$ cat src/include/crl_map.vh
// Register map and field constants for the bit-sync loop and AGC limit configuration block.
// Assumes a byte-wide register port with 6-bit addresses and a digital clock of 25 MHz.
// Summary of operation
// RULE1: After sync, integral gain bit 0 keeps pre-sync gain, 1 halves base gain.
// RULE2: After sync, proportional gain bit 0 keeps pre-sync gain, 1 uses base gain.
// RULE3: Offset limit codes 1,2,3 clamp correction to 3.125, 6.25, 12.5 percent.
// RULE4: Offset limit code 0, the reset value, disables data-rate offset compensation.
// RULE5: Bits 7:6 bar that many top digital gain settings from the AGC.
// RULE6: Bits 5:3 cap front-end gain; 0 maximum, 7 about 17.1 dB lower.
// RULE7: Bits 2:0 pick amplitude target 24..42 dB; reset code 3 (33 dB).
// RULE8: Before sync, integral gain is one to four times base, per two-bit field.
// RULE9: Before sync, proportional gain is a multiple of base, per two-bit field.
// RULE10: Gains switch to post-sync on sync detection, back at new reception start.
`ifndef CRL_MAP_VH
`define CRL_MAP_VH
`define CRL_ADDR_BSYNC      6'h1A
`define CRL_ADDR_AGC        6'h1B
`define CRL_BSYNC_RST       8'h6C
`define CRL_AGC_RST         8'h03
`define CRL_PRE_KI_HI       7
`define CRL_PRE_KI_LO       6
`define CRL_PRE_KP_HI       5
`define CRL_PRE_KP_LO       4
`define CRL_POST_KI_BIT     3
`define CRL_POST_KP_BIT     2
`define CRL_LIMIT_HI        1
`define CRL_LIMIT_LO        0
`define CRL_DGAIN_HI        7
`define CRL_DGAIN_LO        6
`define CRL_FGAIN_HI        5
`define CRL_FGAIN_LO        3
`define CRL_TGT_HI          2
`define CRL_TGT_LO          0
`define CRL_LIMIT_OFF       2'h0
`define CRL_LIMIT_3P125     2'h1
`define CRL_LIMIT_6P25      2'h2
`define CRL_LIMIT_12P5      2'h3
`define CRL_DGAIN_TOP       3'h7
`define CRL_GAIN_BASE       4'h2
`define CRL_GAIN_HALF       4'h1
`define CRL_LIM_OFF_VAL     7'h00
`define CRL_LIM_3P125_VAL   7'h19
`define CRL_LIM_6P25_VAL    7'h32
`define CRL_LIM_12P5_VAL    7'h64
`define CRL_TGT_RST_DB      6'h21
`endif

$ cat src/core/crl_config.v
// Top of the bit-sync loop and AGC limit configuration block with its register port.
// Assumes a synchronous byte register port; sync and reception events come from modem logic.
// Decoded limits and loop gains leave the block straight from flip-flops.
`timescale 1ns/10ps
`include "crl_map.vh"
module crl_config
(
    input  wire       clk,             // Digital clock, 25 MHz
    input  wire       nrst,            // Async reset, active low
    input  wire [5:0] reg_addr,        // Register address
    input  wire       reg_wr,          // Write strobe
    input  wire       reg_rd,          // Read strobe
    input  wire [7:0] reg_wdata,       // Write data
    output reg  [7:0] reg_rdata_r,     // Read data
    input  wire       sync_found,      // Sync word detected pulse
    input  wire       rx_start,        // New reception begins pulse
    output reg        sync_locked_r,   // Post-sync gains in use
    output wire [3:0] ki_gain_r,       // Integral gain, base/2 units
    output wire [3:0] kp_gain_r,       // Proportional gain, base/2 units
    output reg  [6:0] rate_lim_r,      // Max rate offset, 1/8 percent units
    output reg        rate_comp_en_r,  // Offset compensation enabled
    output reg  [2:0] dgain_max_r,     // Highest usable digital gain index
    output reg  [2:0] fgain_cap_r,     // Front-end gain cap step, 0 = max
    output reg  [5:0] tgt_db_r         // Amplitude target in dB
);
    // Register images and their next values
    reg  [7:0] bsync_r;
    reg  [7:0] bsync_nxt;
    reg  [7:0] agc_r;
    reg  [7:0] agc_nxt;
    reg  [7:0] reg_rdata_nxt;
    reg        lock_nxt;

    // Decoded limit next values
    reg  [6:0] rate_lim_nxt;
    reg        rate_comp_en_nxt;
    reg  [2:0] dgain_max_nxt;
    reg  [2:0] fgain_cap_nxt;
    reg  [5:0] tgt_db_nxt;

    // Write enables for the two registers
    wire       bsync_wr;
    wire       agc_wr;

    // Named fields of the bit-sync loop register
    wire [1:0] pre_sync_integral_gain_sel;
    wire [1:0] pre_sync_proportional_gain_sel;
    wire       post_sync_integral_gain_sel;
    wire       post_sync_proportional_gain_sel;
    wire [1:0] rate_offset_saturation;

    // Named fields of the AGC limit register
    wire [1:0] digital_gain_cap;
    wire [2:0] front_end_gain_cap;
    wire [2:0] amplitude_target_sel;

    // Address match, shared by the write and read decodes
    function addr_hit;
        input [5:0] addr;
        input [5:0] target;
        begin
            addr_hit = (addr == target);
        end
    endfunction

    // Offset saturation code to limit in 1/8 percent units
    function [6:0] rate_lim;
        input [1:0] code;
        begin
            case (code)
                `CRL_LIMIT_3P125: rate_lim = `CRL_LIM_3P125_VAL; // RULE3
                `CRL_LIMIT_6P25:  rate_lim = `CRL_LIM_6P25_VAL;  // RULE3
                `CRL_LIMIT_12P5:  rate_lim = `CRL_LIM_12P5_VAL;  // RULE3
                default:          rate_lim = `CRL_LIM_OFF_VAL;   // RULE4
            endcase
        end
    endfunction

    // Amplitude target code to dB
    function [5:0] tgt_db;
        input [2:0] code;
        begin
            case (code)
                3'h0: tgt_db = 6'h18;
                3'h1: tgt_db = 6'h1B;
                3'h2: tgt_db = 6'h1E;
                3'h3: tgt_db = 6'h21;
                3'h4: tgt_db = 6'h24;
                3'h5: tgt_db = 6'h26;
                3'h6: tgt_db = 6'h28;
                default: tgt_db = 6'h2A;
            endcase
        end
    endfunction

    // Write enables; writes to any other address are ignored
    assign bsync_wr = reg_wr && addr_hit(reg_addr, `CRL_ADDR_BSYNC);
    assign agc_wr   = reg_wr && addr_hit(reg_addr, `CRL_ADDR_AGC);

    // Next register images
    always @*
    begin
        bsync_nxt = bsync_r;
        agc_nxt   = agc_r;
        if (bsync_wr)
            bsync_nxt = reg_wdata;
        if (agc_wr)
            agc_nxt = reg_wdata;
    end

    // Read data; a read in the same cycle as a write returns the old value
    // Unmapped addresses read as zero, and the data holds between reads
    always @*
    begin
        reg_rdata_nxt = reg_rdata_r;
        if (reg_rd)
        begin
            if (addr_hit(reg_addr, `CRL_ADDR_BSYNC))
                reg_rdata_nxt = bsync_r;
            else if (addr_hit(reg_addr, `CRL_ADDR_AGC))
                reg_rdata_nxt = agc_r;
            else
                reg_rdata_nxt = 8'h00;
        end
    end

    // Register images and read data
    always @(posedge clk or negedge nrst)
    begin
        if (!nrst)
        begin
            bsync_r     <= `CRL_BSYNC_RST; // RULE4
            agc_r       <= `CRL_AGC_RST;   // RULE7
            reg_rdata_r <= 8'h00;
        end
        else
        begin
            bsync_r     <= bsync_nxt;
            agc_r       <= agc_nxt;
            reg_rdata_r <= reg_rdata_nxt;
        end
    end

    // Field views of the bit-sync loop register
    assign pre_sync_integral_gain_sel      = bsync_r[`CRL_PRE_KI_HI:`CRL_PRE_KI_LO];
    assign pre_sync_proportional_gain_sel  = bsync_r[`CRL_PRE_KP_HI:`CRL_PRE_KP_LO];
    assign post_sync_integral_gain_sel     = bsync_r[`CRL_POST_KI_BIT];
    assign post_sync_proportional_gain_sel = bsync_r[`CRL_POST_KP_BIT];
    assign rate_offset_saturation          = bsync_r[`CRL_LIMIT_HI:`CRL_LIMIT_LO];

    // Field views of the AGC limit register
    assign digital_gain_cap     = agc_r[`CRL_DGAIN_HI:`CRL_DGAIN_LO];
    assign front_end_gain_cap   = agc_r[`CRL_FGAIN_HI:`CRL_FGAIN_LO];
    assign amplitude_target_sel = agc_r[`CRL_TGT_HI:`CRL_TGT_LO];

    // Loop phase: sync detection wins over a simultaneous reception start
    // The gain selectors see the next phase, so gains switch on the detection edge
    always @*
    begin
        lock_nxt = sync_locked_r;
        if (rx_start)
            lock_nxt = 1'b0; // RULE10
        if (sync_found)
            lock_nxt = 1'b1; // RULE10
    end

    // Decoded limits for the loop and AGC
    always @*
    begin
        rate_lim_nxt     = rate_lim(rate_offset_saturation); // RULE3 RULE4
        rate_comp_en_nxt = (rate_offset_saturation != `CRL_LIMIT_OFF); // RULE4
        dgain_max_nxt    = `CRL_DGAIN_TOP - {1'b0, digital_gain_cap}; // RULE5
        fgain_cap_nxt    = front_end_gain_cap; // RULE6
        tgt_db_nxt       = tgt_db(amplitude_target_sel); // RULE7
    end

    // Decoded outputs and loop phase, straight from flip-flops
    always @(posedge clk or negedge nrst)
    begin
        if (!nrst)
        begin
            sync_locked_r  <= 1'b0;
            rate_lim_r     <= `CRL_LIM_OFF_VAL;
            rate_comp_en_r <= 1'b0;
            dgain_max_r    <= `CRL_DGAIN_TOP;
            fgain_cap_r    <= 3'h0;
            tgt_db_r       <= `CRL_TGT_RST_DB;
        end
        else
        begin
            sync_locked_r  <= lock_nxt;
            rate_lim_r     <= rate_lim_nxt;
            rate_comp_en_r <= rate_comp_en_nxt;
            dgain_max_r    <= dgain_max_nxt;
            fgain_cap_r    <= fgain_cap_nxt;
            tgt_db_r       <= tgt_db_nxt;
        end
    end

    // Integral gain path; post code 1 gives half the base gain
    crl_gain_sel u_ki
    (
        .clk       (clk),
        .nrst      (nrst),
        .pre_sel   (pre_sync_integral_gain_sel),
        .post_sel  (post_sync_integral_gain_sel),
        .half_post (1'b1),
        .locked    (lock_nxt),
        .gain_r    (ki_gain_r)
    );

    // Proportional gain path; post code 1 gives the base gain
    crl_gain_sel u_kp
    (
        .clk       (clk),
        .nrst      (nrst),
        .pre_sel   (pre_sync_proportional_gain_sel),
        .post_sel  (post_sync_proportional_gain_sel),
        .half_post (1'b0),
        .locked    (lock_nxt),
        .gain_r    (kp_gain_r)
    );
endmodule

$ cat src/core/crl_gain_sel.v
// Loop gain selector: maps pre/post gain fields to a gain in half-steps of the base gain.
// Assumes the caller supplies the sync-locked phase flag on the same clock.
`timescale 1ns/10ps
`include "crl_map.vh"
module crl_gain_sel
(
    input  wire       clk,       // Digital clock
    input  wire       nrst,      // Async reset, active low
    input  wire [1:0] pre_sel,   // Pre-sync multiplier code
    input  wire       post_sel,  // Post-sync select bit
    input  wire       half_post, // 1: post code 1 means base/2
    input  wire       locked,    // Post-sync phase
    output reg  [3:0] gain_r     // Gain in units of base/2
);
    reg [3:0] gain_nxt;

    // Pre-sync multiple (code+1) times base, in half units
    function [3:0] pre_gain;
        input [1:0] code;
        begin
            pre_gain = {1'b0, code, 1'b0} + `CRL_GAIN_BASE;
        end
    endfunction

    // Choose the gain for the current loop phase
    always @*
    begin
        gain_nxt = pre_gain(pre_sel); // RULE8 RULE9
        if (locked && post_sel)
            gain_nxt = half_post ? `CRL_GAIN_HALF : `CRL_GAIN_BASE; // RULE1 RULE2
    end

    // Registered gain output
    always @(posedge clk or negedge nrst)
    begin
        if (!nrst)
            gain_r <= 4'h0;
        else
            gain_r <= gain_nxt;
    end
endmodule

$ cat config.mk
export PLATFORM = sky130hd
export DESIGN_NAME = crl_config
export DESIGN_NICKNAME = d
export VERILOG_FILES = /design/src/core/crl_config.v /design/src/core/crl_gain_sel.v
export VERILOG_INCLUDE_DIRS = /design/src /design/src/include
export SDC_FILE = /design/constraint.sdc
export NUM_CORES = 1
export LEC_CHECK = 0
export BUFFER_PORTS_ARGS = -buffer_cell sky130_fd_sc_hd__buf_2
export CAP_MARGIN = 20
export CELL_PAD_IN_SITES_DETAIL_PLACEMENT = 1
export CELL_PAD_IN_SITES_GLOBAL_PLACEMENT = 2
export CORE_MARGIN = 2
export CORE_UTILIZATION = 34
export CTS_CLUSTER_DIAMETER = 40
export DETAILED_ROUTE_END_ITERATION = 10
export PLACE_DENSITY_LB_ADDON = 0.1
export SLEW_MARGIN = 20
export SYNTH_ARGS = -nofsm -noshare
export SYNTH_HDL_FRONTEND = slang
export SYNTH_HIERARCHICAL = 1
export SYNTH_SLANG_ARGS = --single-unit
$ cat constraint.sdc
create_clock -name clk -period 1.25 [get_ports clk]
set_input_delay 0.0625 -clock clk [delete_from_list [all_inputs] [get_ports clk]]
set_output_delay 0.0625 -clock clk [all_outputs]
set_load 0.03 [all_outputs]
==> metrics.yaml <==
layout_common_cells: "buf_2 (55), dfrtp_1 (40), inv_1 (17), mux2_2 (16), dfstp_2 (10)"
drive_above_1_share_pct: 49.5
synthAdderAreaFrac_pct: 3.83
die_w_um: 79.9
clk_latency_ns: 0.30
synth-seq-cells: 50
path_class: "reg -> reg"
hp-start: "reg_wdata[7]"
syn_area_sq_um: 1960
drcViolationCount: 0
dpl_cell_area_sq_um: 2360
rr_startpoint: "bsync_r[0]$_DFFE_PN0P_"
layout.nets: 231
synth-edff-count: 0
synthMuxAreaShare_pct: 13.3
grt_pass1_vias: 1444
ant_nets: 0
r2r_cells: 3
grt_max_degree: 22
startpoint: "bsync_r[0]$_DFFE_PN0P_"
whs_path_depth: 2
min_to: "agc_r[7]$_DFFE_PN0P_"
grt_pass1_wl_um: 7250
finalSetupViolCount: 0
startpoint_type: "flip-flop"
grt_overflow: 0
root_buffer: "clkbuf_8"
cts_max_path_buffers: 2
cap_violations: 0
synthArstFlopShare_pct: 100
final_cells: 278
drt-initial-drc-count: 7
viasPerCell: 4.56
synth.avg_cell_area_sq_um: 14.2
cts_made_buffers: 5
outcome: "completed"
synth_ff_type: "dfrtp_1"
cts_hold_buf: 1
grt.total_usage_pct: 15.2
cp_max_fo: 5
worst_ep_required_time_ns: 1.44
drt-pass1-iter-count: 2
synth_top_family_by_area: "multiplexers"
numPortBuffers: 55
die_area_sq_um: 6380
clock_skew_ns: 0.00466
fin_crit_sh_pct: 91.9
start_util_pct: 35.3
yosysUniqueCellTypes: 29
fp-row-count: 27
power_density_nw_per_um2: 1480
final_common_cell: "buf_2"
die_height_um: 79.9
timing.rr.end: "rate_lim_r[5]$_DFF_PN0_"
wl_um: 4310
hpwlAfterDp_um: 3180
ys_seq_area_share_pct: 64.5
slew_viol_final: 0
htree_levels: 2
regToRegSetupSlack_ns: 0.10
synthCells: 138
yosysWarningCount: 6
core_area_sq_um: 5540
syn2layout_area_growth_pct: 26.5
power_uw: 3670
leakage_uw: 0.00126
fill_cells: 614
hold_viol: 0
cts-resized-gates: 0
vdd_drop_max_mv: 0.487
post-cts-setup-buffers: 0
synth-compound-area-share_pct: 4.73
cts_tree: "yes"
dp.cells: 267
min_period_ns: 1.15
drt-wirelength-per-cell_um: 15.5
fmax_ghz: 0.871
gp_congestion: 0.744
rsz0062_at_grt: "no"
stdcell_area_sq_um: 2480
synth-xor-area-share_pct: 0.447
min_path_type: "in -> reg"
num_vias: 1268
antenna_found_initial: 0
clkSlewWorstSetupHoldPaths_ns: 0.09
cp.arrival_ns: 1.34
synthSimpleGateAreaFrac_pct: 7.41
cts.sinks: 50
end_kind: "flip-flop"
ios: 57
antenna_cells: 0
==> cell families after synthesis <==
| kind of cell | after synthesis |
|---|---|
| flops | 50 |
| mux | 24 |
| buf+inv | 22 |
| simple gates | 19 |
| compound gates | 14 |
| fa+ha+maj | 6 |
| other cells | 2 |
| xor+xnor | 1 |
==> registers in the layout, indices dropped and copies added, names as in the netlist <==
register / flops
dgain_max_r: 2
u_ki/gain_r: 4
tgt_db_r: 6
rate_comp_en_r: 1
fgain_cap_r: 3
rate_lim_r: 5
agc_r: 8
reg_rdata_r: 8
sync_locked_r: 1
u_kp/gain_r: 4
bsync_r: 8
==> layout make-up <==
cell class | instances | area, sq um | share of cell area, %
Timing Repair Buffer | 64 | 375 | 15.2
Clock buffer | 8 | 90.1 | 3.64
Inverter | 17 | 63.8 | 2.58
Sequential cell | 50 | 1260 | 51.0
Tap cell | 72 | 90.1 | 3.64
Multi-Input combinational cell | 67 | 593 | 24.0
==> synthesized netlist by cell type (3+ instances only) <==
master / count / area, sq um
and2_1: 4 / 25.0
buf_4: 3 / 22.5
dfrtp_1: 40 / 1000
dfstp_2: 10 / 263
ha_1: 6 / 75.1
inv_1: 17 / 63.8
mux2_2: 16 / 180
mux2i_1: 8 / 80.1
nand2_1: 3 / 11.3
o22ai_1: 8 / 50.1
==> power breakdown <==
| part | leakage, uW | internal [uW] | switching, uW |
|---|---|---|---|
| Combinational | 0.000589 | 265 | 488 |
| Sequential | 0.000625 | 1840 | 112 |
| Clock | 0.0000455 | 452 | 509 |
==> worst max-delay path: stages (launching register included) <==
cell and delay, ns:
dfrtp_1 0.44, inv_1 0.10, ha_1 0.21, or2_2 0.29
==> routing by layer <==
metal | share of wire [%] | vias to the layer above | GRT usage (%)
met3 | 5.6 | 5 | 4.64
met1 | 45 | 633 | 18.9
met4 | 1.0 | 0 | 4.92
met2 | 48 | 43 | 25.3
li1 | - | 587 | -
met5 | 0 | - | 0
==> how the worst max path moves through the flow <==
| stage | endpoint | slack [ns] | cells after the start |
|---|---|---|---|
| floorplan | bsync_r[0]$_DFFE_PN0P_ | -0.05 | 3 |
| global placement | bsync_r[1]$_DFFE_PN0P_ | -0.13 | 5 |
| detailed placement | bsync_r[1]$_DFFE_PN0P_ | -0.16 | 5 |
| CTS | rate_lim_r[5]$_DFF_PN0_ | 0.09 | 3 |
| global route | rate_lim_r[5]$_DFF_PN0_ | 0.006 | 3 |
| finish | rate_lim_r[5]$_DFF_PN0_ | 0.10 | 3 |
==> metrics by stage <==
step,setup WS (ns),hold slack [ns],TNS (ns),util (%)
final,0.101,0.0195,0,44.7
after global placement,-0.128,0.0462,-1.54,42.5
after floorplan,-0.0541,-0.233,-0.270,-
after CTS,0.0902,0.00606,0,44.3
after detailed placement,-0.157,0.0603,-1.88,42.5
after global routing,0.00619,0.0142,0,44.7
Power figures use the tool's default switching activity.
